===== src/design/flag_exec_pkg.sv =====
package flag_exec_pkg;

    // status byte bit positions
    localparam int FLAG_C = 0;
    localparam int FLAG_Z = 1;
    localparam int FLAG_N = 2;
    localparam int FLAG_V = 3;
    localparam int FLAG_S = 4;
    localparam int FLAG_H = 5;
    localparam int FLAG_T = 6;
    localparam int FLAG_I = 7;
    localparam logic [7:0] STATUS_RESET = 8'h00;

    // instruction codes presented by the decode pipeline
    typedef enum logic [4:0] {
        nop_op               = 5'h00,
        carry_raise_op       = 5'h01,
        carry_drop_op        = 5'h02,
        zero_raise_op        = 5'h03,
        zero_drop_op         = 5'h04,
        negative_raise_op    = 5'h05,
        negative_drop_op     = 5'h06,
        overflow_raise_op    = 5'h07,
        overflow_drop_op     = 5'h08,
        sign_raise_op        = 5'h09,
        sign_drop_op         = 5'h0a,
        transfer_bit_raise_op = 5'h0b,
        transfer_bit_drop_op = 5'h0c,
        half_carry_raise_op  = 5'h0d,
        half_carry_drop_op   = 5'h0e,
        irq_global_allow_op  = 5'h0f,
        irq_global_block_op  = 5'h10,
        sleep_op             = 5'h11,
        watchdog_restart_op  = 5'h12
    } op_code_t;

    typedef enum logic [1:0] {
        exec_idle  = 2'b00,
        exec_sleep = 2'b01,
        exec_asleep = 2'b10
    } exec_state_t;

    // timing
    localparam int SINGLE_CYCLES = 1;
    localparam int SLEEP_CYCLES = 3;
    localparam logic [1:0] SLEEP_CNT_LOAD = 2'(SLEEP_CYCLES - 1);
    localparam logic [1:0] SLEEP_CNT_LAST = 2'(SINGLE_CYCLES);
    localparam int WDT_TIMEOUT_DEFAULT = 65536;

    // apb register map
    localparam int ADDR_W = 12;
    localparam logic [11:0] CTRL_ADDR = 12'h000;
    localparam logic [11:0] STATUS_ADDR = 12'h004;
    localparam logic [11:0] RETIRED_ADDR = 12'h008;
    localparam logic [11:0] WDT_COUNT_ADDR = 12'h00c;

    // ctrl fields
    localparam int CTRL_SLEEP_EN = 0;
    localparam int CTRL_MODE_LO = 1;
    localparam int CTRL_MODE_HI = 2;
    localparam int CTRL_WDT_EN = 3;
    localparam logic [3:0] CTRL_RESET = 4'h0;

    // status register fields above the status byte
    localparam int STAT_SLEEPING = 8;
    localparam int STAT_ILLEGAL = 9;
    localparam int STAT_WDT_FIRED = 10;

    // position of the flag an instruction touches
    function automatic logic [2:0] flag_index(input op_code_t op);
        case (op)
            carry_raise_op, carry_drop_op: flag_index = 3'(FLAG_C);
            zero_raise_op, zero_drop_op: flag_index = 3'(FLAG_Z);
            negative_raise_op, negative_drop_op: flag_index = 3'(FLAG_N);
            overflow_raise_op, overflow_drop_op: flag_index = 3'(FLAG_V);
            sign_raise_op, sign_drop_op: flag_index = 3'(FLAG_S);
            half_carry_raise_op, half_carry_drop_op: flag_index = 3'(FLAG_H);
            transfer_bit_raise_op, transfer_bit_drop_op: flag_index = 3'(FLAG_T);
            default: flag_index = 3'(FLAG_I);
        endcase
    endfunction

    // true for every code that is one of the flag raise/drop pairs
    function automatic logic is_flag_op(input op_code_t op);
        is_flag_op = (op >= carry_raise_op) && (op <= irq_global_block_op);
    endfunction

endpackage


===== src/design/flag_update.sv =====
`timescale 1ns/1ps
module flag_update (
    // current flags and instruction
    input wire logic [7:0] status_cur,
    input wire logic [4:0] op_code,
    // next flags
    output logic [7:0] status_new,
    output logic illegal
);
    wire flag_exec_pkg::op_code_t op = flag_exec_pkg::op_code_t'(op_code);
    wire flag_op = flag_exec_pkg::is_flag_op(op);
    wire [2:0] idx = flag_exec_pkg::flag_index(op);
    // odd codes raise, even codes drop, the interrupt pair (allow odd, block even) included
    wire raise = (op == flag_exec_pkg::irq_global_allow_op) ? 1'b1 :
                 (op == flag_exec_pkg::irq_global_block_op) ? 1'b0 : op_code[0];
    wire known = (op_code <= 5'(flag_exec_pkg::watchdog_restart_op));

    always_comb begin
        status_new = status_cur;
        if (flag_op) begin
            status_new[idx] = raise; // RULE_01 RULE_02 RULE_03 RULE_04 RULE_05 RULE_06
        end
    end
    // RULE_09 RULE_10
    assign illegal = ~known;
endmodule


===== src/design/status_flag_exec.sv =====
// Operation
// (RULE_01) The overflow-raise instruction sets the overflow flag to one in one cycle.
// (RULE_02) The overflow-drop instruction clears the overflow flag and keeps every other flag.
// (RULE_03) The sign-raise instruction sets the signed test flag alone, in one cycle.
// (RULE_04) The sign-drop instruction clears the signed test flag alone, in one cycle.
// (RULE_05) The half-carry-raise instruction sets the half carry flag in one cycle.
// (RULE_06) The half-carry-drop instruction clears the half carry flag in one cycle.
// (RULE_07) Sleep takes three cycles, touches no flag and enters the configured low-power mode.
// (RULE_08) Watchdog restart takes one cycle, touches no flag and restarts the watchdog count.
// (RULE_09) Carry, zero, negative, transfer-bit pairs and no-op take one cycle and touch one flag; here the no-op touches no flag.
// (RULE_10) The interrupt allow and block instructions set and clear the enable bit in one cycle.
//
// Chosen here: the address map and register access over APB.
`timescale 1ns/1ps
module status_flag_exec #(
    parameter int WDT_TIMEOUT = flag_exec_pkg::WDT_TIMEOUT_DEFAULT
) (
    // clock and reset
    input wire logic ref_clk,
    input wire logic rst_n,
    // instruction issue from decode
    input wire logic op_valid,
    input wire logic [4:0] op_code,
    output logic op_ready,
    output logic op_done,
    // status and power
    output logic [7:0] status_byte,
    output logic sleeping,
    output logic [1:0] sleep_mode,
    input wire logic wake_event,
    // watchdog
    output logic wdt_reset,
    // apb slave
    input wire logic psel,
    input wire logic penable,
    input wire logic pwrite,
    input wire logic [11:0] paddr,
    input wire logic [31:0] pwdata,
    output logic [31:0] prdata,
    output logic pready,
    output logic pslverr
);
    // state
    logic [7:0] status_reg;
    logic [7:0] status_next;
    flag_exec_pkg::exec_state_t state_reg;
    flag_exec_pkg::exec_state_t state_next;
    logic [1:0] sleep_cnt_reg;
    logic [1:0] sleep_cnt_next;
    logic op_ready_reg;
    logic op_ready_next;
    logic op_done_reg;
    logic op_done_next;
    logic sleeping_reg;
    logic [3:0] ctrl_reg;
    logic [3:0] ctrl_next;
    logic illegal_reg;
    logic wdt_fired_reg;
    logic wdt_reset_reg;
    logic [31:0] retired_reg;
    logic [31:0] retired_next;
    logic pready_reg;
    logic pslverr_reg;
    logic [31:0] prdata_reg;
    logic [31:0] prdata_next;
    logic sleeping_next;
    logic illegal_next;
    logic wdt_fired_next;
    logic wdt_reset_next;
    logic pready_next;
    logic pslverr_next;

    // instruction decode
    wire take = op_valid & op_ready_reg;
    wire flag_exec_pkg::op_code_t op = flag_exec_pkg::op_code_t'(op_code);
    wire take_sleep = take & (op == flag_exec_pkg::sleep_op);
    wire take_wdr = take & (op == flag_exec_pkg::watchdog_restart_op);
    // an illegal code retires like a no-op so decode never stalls on it
    wire take_single = take & ~take_sleep;
    wire sleep_last = (state_reg == flag_exec_pkg::exec_sleep) &&
                      (sleep_cnt_reg == flag_exec_pkg::SLEEP_CNT_LAST);
    wire sleep_en = ctrl_reg[flag_exec_pkg::CTRL_SLEEP_EN];
    wire wdt_en = ctrl_reg[flag_exec_pkg::CTRL_WDT_EN];

    // flag arithmetic
    wire [7:0] flag_result;
    wire op_illegal;
    wire [31:0] wdt_count;
    wire wdt_expired;

    flag_update u_flag (
        .status_cur(status_reg),
        .op_code(op_code),
        .status_new(flag_result),
        .illegal(op_illegal)
    );

    // the watchdog counts only while enabled, and disabling it clears the count
    wdt_counter #(
        .TIMEOUT(WDT_TIMEOUT)
    ) u_wdt (
        .ref_clk(ref_clk),
        .rst_n(rst_n),
        .enable(wdt_en),
        .restart(take_wdr), // RULE_08
        .count(wdt_count),
        .expired(wdt_expired)
    );

    // apb decode
    // no new setup is seen while the answer stands, so a held psel cannot repeat an access
    wire setup = psel & ~penable & ~pready_reg;
    wire access = psel & penable & pready_reg;
    wire wr = access & pwrite;
    wire hit_ctrl = (paddr == flag_exec_pkg::CTRL_ADDR);
    wire hit_status = (paddr == flag_exec_pkg::STATUS_ADDR);
    wire hit_retired = (paddr == flag_exec_pkg::RETIRED_ADDR);
    wire hit_wdt = (paddr == flag_exec_pkg::WDT_COUNT_ADDR);
    wire hit_any = hit_ctrl | hit_status | hit_retired | hit_wdt;
    wire wr_ctrl = wr & hit_ctrl & ~pslverr_reg;
    wire wr_status = wr & hit_status & ~pslverr_reg;
    wire [31:0] status_word = {21'h000000, wdt_fired_reg, illegal_reg, sleeping_reg, status_reg};
    wire [31:0] ctrl_word = {28'h0000000, ctrl_reg};

    always_comb begin
        prdata_next = prdata_reg;
        if (setup && !pwrite) begin
            prdata_next = 32'h0000_0000;
            if (hit_ctrl) begin
                prdata_next = ctrl_word;
            end
            if (hit_status) begin
                prdata_next = status_word;
            end
            if (hit_retired) begin
                prdata_next = retired_reg;
            end
            if (hit_wdt) begin
                prdata_next = wdt_count;
            end
        end
    end

    always_comb begin
        ctrl_next = ctrl_reg;
        if (wr_ctrl) begin
            ctrl_next = pwdata[3:0];
        end
    end

    // status byte: software write lands first, an instruction in the same edge
    // overrides only the flag that it names
    wire [2:0] op_flag = flag_exec_pkg::flag_index(op);
    wire op_is_flag = flag_exec_pkg::is_flag_op(op);

    always_comb begin
        status_next = status_reg;
        if (wr_status) begin
            status_next = pwdata[7:0];
        end
        // sleep, watchdog restart and no-op leave the flags alone
        if (take_single && op_is_flag) begin
            status_next[op_flag] = flag_result[op_flag]; // RULE_09 RULE_10
        end
    end

    // issue sequencing
    always_comb begin
        state_next = state_reg;
        sleep_cnt_next = sleep_cnt_reg;
        op_ready_next = op_ready_reg;
        op_done_next = take_single;
        case (state_reg)
            flag_exec_pkg::exec_idle: begin
                if (take_sleep) begin
                    // hold issue so the sleep occupies three slots
                    state_next = flag_exec_pkg::exec_sleep; // RULE_07
                    sleep_cnt_next = flag_exec_pkg::SLEEP_CNT_LOAD;
                    op_ready_next = 1'b0;
                end
            end
            flag_exec_pkg::exec_sleep: begin
                sleep_cnt_next = sleep_cnt_reg - 2'h1;
                if (sleep_last) begin
                    op_done_next = 1'b1; // RULE_07
                    if (sleep_en && !wake_event) begin
                        state_next = flag_exec_pkg::exec_asleep;
                    end else begin
                        state_next = flag_exec_pkg::exec_idle;
                        op_ready_next = 1'b1;
                    end
                end
            end
            flag_exec_pkg::exec_asleep: begin
                if (wake_event || wdt_expired) begin
                    state_next = flag_exec_pkg::exec_idle;
                    op_ready_next = 1'b1;
                end
            end
            default: begin
                state_next = flag_exec_pkg::exec_idle;
                op_ready_next = 1'b1;
            end
        endcase
    end

    // counts every completed op, a sleep only when its third cycle ends
    always_comb begin
        retired_next = retired_reg;
        if (op_done_next) begin
            retired_next = retired_reg + 32'h0000_0001;
        end
    end

    assign sleeping_next = (state_next == flag_exec_pkg::exec_asleep); // RULE_07

    always_ff @(posedge ref_clk) begin
        if (!rst_n) begin
            status_reg <= flag_exec_pkg::STATUS_RESET;
            state_reg <= flag_exec_pkg::exec_idle;
            sleep_cnt_reg <= 2'h0;
            op_ready_reg <= 1'b1;
            op_done_reg <= 1'b0;
            sleeping_reg <= 1'b0;
            ctrl_reg <= flag_exec_pkg::CTRL_RESET;
            retired_reg <= 32'h0000_0000;
        end else begin
            status_reg <= status_next; // RULE_01 RULE_02 RULE_03 RULE_04 RULE_05 RULE_06
            state_reg <= state_next;
            sleep_cnt_reg <= sleep_cnt_next;
            op_ready_reg <= op_ready_next;
            op_done_reg <= op_done_next;
            sleeping_reg <= sleeping_next; // RULE_07
            ctrl_reg <= ctrl_next;
            retired_reg <= retired_next;
        end
    end

    // sticky events: a new event beats a write-one-to-clear in the same edge
    wire clr_illegal = wr_status & pwdata[flag_exec_pkg::STAT_ILLEGAL];
    wire clr_wdt_fired = wr_status & pwdata[flag_exec_pkg::STAT_WDT_FIRED];
    assign wdt_reset_next = wdt_expired;

    always_comb begin
        illegal_next = illegal_reg;
        if (clr_illegal) begin
            illegal_next = 1'b0;
        end
        if (take && op_illegal) begin
            illegal_next = 1'b1;
        end
    end

    always_comb begin
        wdt_fired_next = wdt_fired_reg;
        if (clr_wdt_fired) begin
            wdt_fired_next = 1'b0;
        end
        if (wdt_expired) begin
            wdt_fired_next = 1'b1;
        end
    end

    always_ff @(posedge ref_clk) begin
        if (!rst_n) begin
            illegal_reg <= 1'b0;
            wdt_fired_reg <= 1'b0;
            wdt_reset_reg <= 1'b0;
        end else begin
            illegal_reg <= illegal_next;
            wdt_fired_reg <= wdt_fired_next;
            wdt_reset_reg <= wdt_reset_next;
        end
    end

    // no wait state: the answer is ready in the first access cycle
    assign pready_next = setup;
    // an unmapped offset answers with an error and its write is dropped
    assign pslverr_next = setup & ~hit_any;

    always_ff @(posedge ref_clk) begin
        if (!rst_n) begin
            pready_reg <= 1'b0;
            pslverr_reg <= 1'b0;
            prdata_reg <= 32'h0000_0000;
        end else begin
            pready_reg <= pready_next;
            pslverr_reg <= pslverr_next;
            prdata_reg <= prdata_next;
        end
    end

    assign op_ready = op_ready_reg;
    assign op_done = op_done_reg;
    assign status_byte = status_reg;
    assign sleeping = sleeping_reg;
    assign sleep_mode = ctrl_reg[flag_exec_pkg::CTRL_MODE_HI:flag_exec_pkg::CTRL_MODE_LO];
    assign wdt_reset = wdt_reset_reg;
    assign prdata = prdata_reg;
    assign pready = pready_reg;
    assign pslverr = pslverr_reg;
endmodule


===== src/design/wdt_counter.sv =====
`timescale 1ns/1ps
module wdt_counter #(
    parameter int TIMEOUT = flag_exec_pkg::WDT_TIMEOUT_DEFAULT
) (
    // clock and reset
    input wire logic ref_clk,
    input wire logic rst_n,
    // control
    input wire logic enable,
    input wire logic restart,
    // state
    output logic [31:0] count,
    output logic expired
);
    logic [31:0] count_reg;
    logic [31:0] count_next;
    logic expired_reg;
    wire at_end = (count_reg == 32'(TIMEOUT - 1));

    always_comb begin
        count_next = count_reg;
        if (restart || !enable) begin
            count_next = 32'h0000_0000; // RULE_08
        end else if (at_end) begin
            count_next = 32'h0000_0000;
        end else begin
            count_next = count_reg + 32'h0000_0001;
        end
    end

    always_ff @(posedge ref_clk) begin
        if (!rst_n) begin
            count_reg <= 32'h0000_0000;
            expired_reg <= 1'b0;
        end else begin
            count_reg <= count_next;
            // a restart in the final cycle still suppresses the timeout
            expired_reg <= enable & at_end & ~restart; // RULE_08
        end
    end

    assign count = count_reg;
    assign expired = expired_reg;
endmodule

===== config.mk =====
export PLATFORM = sky130hd
export DESIGN_NAME = status_flag_exec
export DESIGN_NICKNAME = d
export VERILOG_FILES = /design/src/design/flag_exec_pkg.sv /design/src/design/flag_update.sv /design/src/design/status_flag_exec.sv /design/src/design/wdt_counter.sv
export SDC_FILE = /design/constraint.sdc
export NUM_CORES = 1
export LEC_CHECK = 0
export BUFFER_PORTS_ARGS = -buffer_cell sky130_fd_sc_hd__buf_2
export CAP_MARGIN = 30
export CORE_ASPECT_RATIO = 1.5
export CORE_MARGIN = 1
export CORE_UTILIZATION = 40
export CTS_CLUSTER_SIZE = 14
export DETAILED_ROUTE_END_ITERATION = 8
export HOLD_SLACK_MARGIN = 0.02
export MAX_ROUTING_LAYER = met4
export PLACE_DENSITY = 0.64
export SYNTH_ARGS = -nofsm -noshare
export SYNTH_HDL_FRONTEND = slang
export SYNTH_SLANG_ARGS = --single-unit

===== constraint.sdc =====
create_clock -name ref_clk -period 2.97 [get_ports ref_clk]
set_input_delay 0.891 -clock ref_clk [delete_from_list [all_inputs] [get_ports ref_clk]]
set_output_delay 0.891 -clock ref_clk [all_outputs]
set_load 0.01 [all_outputs]

; ---- Yosys cells after proc, flatten, opt, wreduce, memory -nomap -nowiden
; Memory sizes are Yosys's and may differ from the RTL's.
; Cells that the tools add are included.
[totals]
word_cells = 131
register_bits = 121
mem_count = 2
out_inout_bits = 48
romBits = 96
[op_classes]
n_bitwise = 29
n_eq_ne = 16
add_sub_neg = 3
n_reduce_logical = 21
n_lt_le_gt_ge = 7
muxes = 37
[memory_table]
columns = memory, words, word_bits, read_ports, rd_clocked_by_memory_dff, write_ports, line
row1 = (no name shown), 16, 3, 1, 0, 0, flag_exec_pkg.sv:71  ; case (op)
row2 = (no name shown), 16, 3, 1, 0, 0, flag_exec_pkg.sv:71
[op_table]
columns = operator, count
row1 = $mux 32, 3
row2 = $add 32x1->32 const B, 2
row3 = $eq 32x16->1 const B, 1
row4 = $eq 12x4->1 const B, 2
row5 = $mux 8, 3
row6 = $and 1x1->1, 18
row7 = $bwmux 8, 2
row8 = $eq 5x5->1 const B, 3
row9 = $mux 1, 15
row10 = $eq 12x3->1 const B, 1
row11 = $logic_not 12->1, 1
row12 = $le 5x5->1 const B, 2
row13 = $mux 2, 5
row14 = $logic_and 1x1->1, 8
row15 = $lt 3x4->1 const B, 2
row16 = $ne 2x2->1 const B, 4
row17 = $not 1->1, 8
row18 = $demux 1 s3, 2
row19 = $ge 3x1->1 const B, 2
row20 = $mux 3, 2
row21 = $pmux 2 s3, 1
row22 = $reduce_bool 2->1, 3
row23 = $eq 5x4->1 const B, 1
row24 = $ge 5x1->1 const B, 1
row25 = 14 further kinds, 21

; ---- Longest topological paths before layout
; An unclocked memory read counts as a cell.
[logic_depth]
ltp_word = 12
mapped_depth = 8
depth_no_buf = 7

; ---- By module
; A second synthesis with hierarchy kept.
[unflattened]
hier_cells = 766
hier_area_um2 = 6448.7
[by_module_without_submodules]
columns = mod, instances, area_each_um2, cells_each
row1 = status_flag_exec, 1, 4443.0, 523
row2 = wdt_counter, 1, 1544.0, 183
row3 = flag_update, 1, 461.7, 60

; ---- Least setup slack after synthesis
; OpenSTA, ideal clock, no wires.
[synth_timing]
kind = input to register
startpoint = input op_code[0]
endpoint = register status_reg[0], in the netlist status_byte[0]
required_time_ns = 2.830
t_arrival_ns = 2.290
setup_slack_ns = 0.541
setup_ns = 0.140
stages = 7
path_cell_list = inv_1 ha_1 or2_2 a311o_1 nor3_4 and2b_1 a221oi_1
[synth_between]
elab_chain_cells = 12
word_cells_on_any_way = 32
classes_between = 6 x order compare / 3 x eq/ne / 14 x mux / 3 x bitwise / 4 x reduce/logical / 2 x memory
[synth_lines]
columns = element, line
row1 = from (decl), status_flag_exec.sv:23  ; input wire logic [4:0] op_code,
row2 = $mem_v2 16x3, -
row3 = $mux 3, flag_exec_pkg.sv:71
row4 = $lt 3x4->1 (not written as such) / $ge 3x1->1 (equally long branches), flag_update.sv:21  ; status_new[idx] = raise;
row5 = $logic_and 1x1->1 (not written as such), flag_update.sv:21
row6 = $mux 1 (not written as such), flag_update.sv:21
row7 = $demux 1 s3, -
row8 = $bwmux 8, flag_update.sv:21
row9 = $mux 8, flag_update.sv:20  ; if (flag_op) begin
row10 = $bmux 1 s3, status_flag_exec.sv:163  ; status_next[op_flag] = flag_result[op_flag];
row11 = $mux 1 (not written as such), status_flag_exec.sv:163
row12 = $bwmux 8, status_flag_exec.sv:163
row13 = $mux 8 *, status_flag_exec.sv:162  ; if (take_single && op_is_flag) begin
row14 = to (signal assigned), status_flag_exec.sv:219  ; status_reg <= flag_exec_pkg::STATUS_RESET;
row15 = to (signal assigned), status_flag_exec.sv:228  ; status_reg <= status_next;
row16 = to (decl), status_flag_exec.sv:44  ; logic [7:0] status_reg;
; Every way passes the cells marked *; elsewhere a longest branch is shown, timed or not. The select of a mux whose other input is x is not followed.
; A chain may end at the register's enable or synchronous reset.

; ---- Final worst setup path
[layout_timing]
startpoint = input op_code[1]
endpoint = register retired_reg[25]
[layout_between]
elab_chain_cells = 6
[layout_lines]
columns = element, line
row1 = $eq 5x5->1 *, status_flag_exec.sv:76  ; wire take_sleep = take & (op == flag_exec_pkg::sleep_op);
row2 = $and 1x1->1 *, status_flag_exec.sv:76
row3 = $not 1->1 *, status_flag_exec.sv:79  ; wire take_single = take & ~take_sleep;
row4 = $and 1x1->1 *, status_flag_exec.sv:79
row5 = $mux 1, status_flag_exec.sv:184  ; if (sleep_last) begin
row6 = $mux 1 *, status_flag_exec.sv:173  ; case (state_reg)
row7 = to (signal assigned), status_flag_exec.sv:235  ; retired_reg <= retired_next;
row8 = to (decl), status_flag_exec.sv:60  ; logic [31:0] retired_reg;
; Every way passes the cells marked *; elsewhere a longest branch is shown, timed or not.

==> flow_summary.yaml <==
status:
  status: "completed"
route:
  drc: 0
  dr.max_layer_used: "met4"
  drt_wl_total_um: 16700
  dr_wl_met3_um: 767
  ant_nets: 0
  via_count: 5439
  viasPerCell: 5.64
  route.detailed.wl_per_inst_um: 17.3
  drtIter0Drc: 232
  met2_length_um: 8500
  wirelength_met1_um: 6720
  drtPass1Iterations: 5
synthesis:
  synth_common_cells: "dfxtp_1, nor2_1, o21ai_0"
  synth_ff_type: "dfxtp_1"
  yosys.area.top_type_share_pct: 41.1
  netlist_area_sq_mm: 0.00590
  synth-seq-cells: 121
  synth_edf_count: 0
  synth.largest_area_cell: "dfxtp_1"
  synth.avg_cell_area_sq_um: 8.59
  yosysMostFrequentCell: "dfxtp_1"
  synth-seq-area-share_pct: 41.1
  synth.area.top_cells: "dfxtp_1, nor2_1, a221oi_1"
  synthesis.instances: 687
  synth_cell_type_count: 62
  yosys_warnings: 0
  synth.net_count: 751
  async_flop_share_pct: 0
final_layout:
  diodes: 0
  drive_above_1_share_pct: 20.2
  final_cells: 964
  multi_input_area_sq_mm: 0.00322
  nets: 819
  seqCellArea_sq_mm: 0.00242
  nFillCells: 1396
  final_util_pct: 48.9
  area_delta_synth_final_pct: 19.9
floorplanning:
  die_height_um: 151
  core-area_sq_mm: 0.0145
  fp-row-count: 54
  initial_core_util_pct: 40.8
  die-area_sq_mm: 0.0153
  chipWidth_um: 101
  pin_count: 104
clock_network:
  clk_latency_ps: 410
  h-tree-depth: 4
  clk_pin_slew_ps: 60
  cts_tree: "done"
  post_cts_resized: 0
  clockRootBuffer: "clkbuf_16"
  post_cts_buffers: 0
  clkSinkCount: 121
  cts_made_buffers: 17
  ctsHoldBuffers: 0
  clockBufferDepth: 2
worst_hold_path:
  hold_class: "flip-flop to flip-flop"
  hold_depth: 2
sta:
  relSlewSlack_pct: 60.1
  finalMaxSlewViolations: 0
  post-route-min-period_ps: 2430
  finalSetupViolCount: 0
  finalSetupTns_ps: 0
  hold_ws_ps: 452
  worst_pin_slew_ps: 598
  period_share_pct: 82.0
  fin_skew_ps: 8.44
  timing.final.hold_violations: 0
  fmax_ghz: 0.411
  fin_ws_ps: 536
  rsz0062_at_grt: "no"
place:
  place_hpwl_um: 12100
  place_congestion: 0.912
  pre_cts_ws_ps: 104
  io_buffers: 81
  dp_cells: 932
critical_path:
  endpoint_kind: "flip-flop"
  r2r_cells: 6
  crit_type: "input port to flip-flop"
  startpoint_type: "input port"
  cp_max_fo: 16
  required_ps: 3320
  cp.arrival_ps: 2780
grt:
  overflow: 0
  antenna_found_initial: 0
  grt_use_total_pct: 23.7
  grt_pass1_wl_um: 27000
  first_global_vias: 5267
  grt_max_degree: 36
pwr:
  peakVddDrop_mv: 0.421
  cellLeakagePower_nw: 2.71
  p_per_area_mw_per_mm2: 576
flow_run:
  cap_violations: 0
==> through the flow <==
stage	power [W]	area, sq um
after floorplan	0.00183	5900
after global placement	0.00192	6450
after detailed placement	0.00192	6450
after CTS	0.00410	7080
after global routing	0.00419	7080
final	0.00407	7080
==> critical path: stages <==
cell       delay (ps)
buf_2             130
inv_1              90
ha_1              190
and4bb_2          300
o2bb2ai_4         250
nand4_2           320
or3_1             440
a21oi_1           150
==> layer usage <==
metal  vias up  track usage (%)
met5         -                -
met3        42             4.13
li1       2625                -
met1      2596             26.1
met4         0             11.0
met2       176             41.1
==> logic make-up (layout without fill, tap and decap cells) <==
logic type      after synthesis  in the layout  share of synthesized area, %
simple gates                290            290                          26.0
flops                       121            121                          41.1
mux                          28             28                          5.79
xor+xnor                     36             36                          5.34
buf+inv                      61            142                          4.47
compound gates              143            143                          15.6
fa+ha+maj                     8              8                          1.70
==> where the power goes <==
group	total [W]	internal [W]	switching, W
registers	0.00167	0.00165	0.0000192
clock network	0.00219	0.00144	0.000744
logic	0.000217	0.0000861	0.000131
total	0.00407	0.00318	0.000894
==> worst paths after layout <==
| path | startpoint | endpoint | slack, ps |
|---|---|---|---|
| max | op_code[1] | retired_reg[25] | 540 |
| min reg2reg | prdata[3] | prdata[3] | 450 |
| min | prdata[3] | prdata[3] | 450 |
| max reg2reg | u_wdt.count[0] | u_wdt.count[17] | 840 |
==> placed cells by master (no fill, tap or decap), types with 4 or more instances in the layout <==
cell type,count
dfxtp_1,121
nor2_1,100
buf_2,81
o21ai_0,52
nand2_1,40
a21oi_1,38
a221oi_1,32
nand3_1,31
nand4_1,26
xor2_1,22
or3_1,19
clkbuf_16,17
inv_1,15
mux2i_1,15
xnor2_1,14
buf_4,13
nor3_1,12
nor4_1,10
mux2_2,9
ha_1,8
and3_1,7
and4_1,6
nand2b_1,5
nor2b_1,5
clkinvlp_4,5
mux4_2,4
and2_1,4
bufinv_16,4
==> final cells by class <==
type                    count  share of cell area (%)
clock buffers              20                    6.45
multi-input cells         505                    45.5
repair buffers             94                    7.11
well taps                 196                    3.47
clock inverters            12                    2.44
inverters                  16                   0.849
flip-flops and latches    121                    34.2
Power figures use the tool's default switching activity.
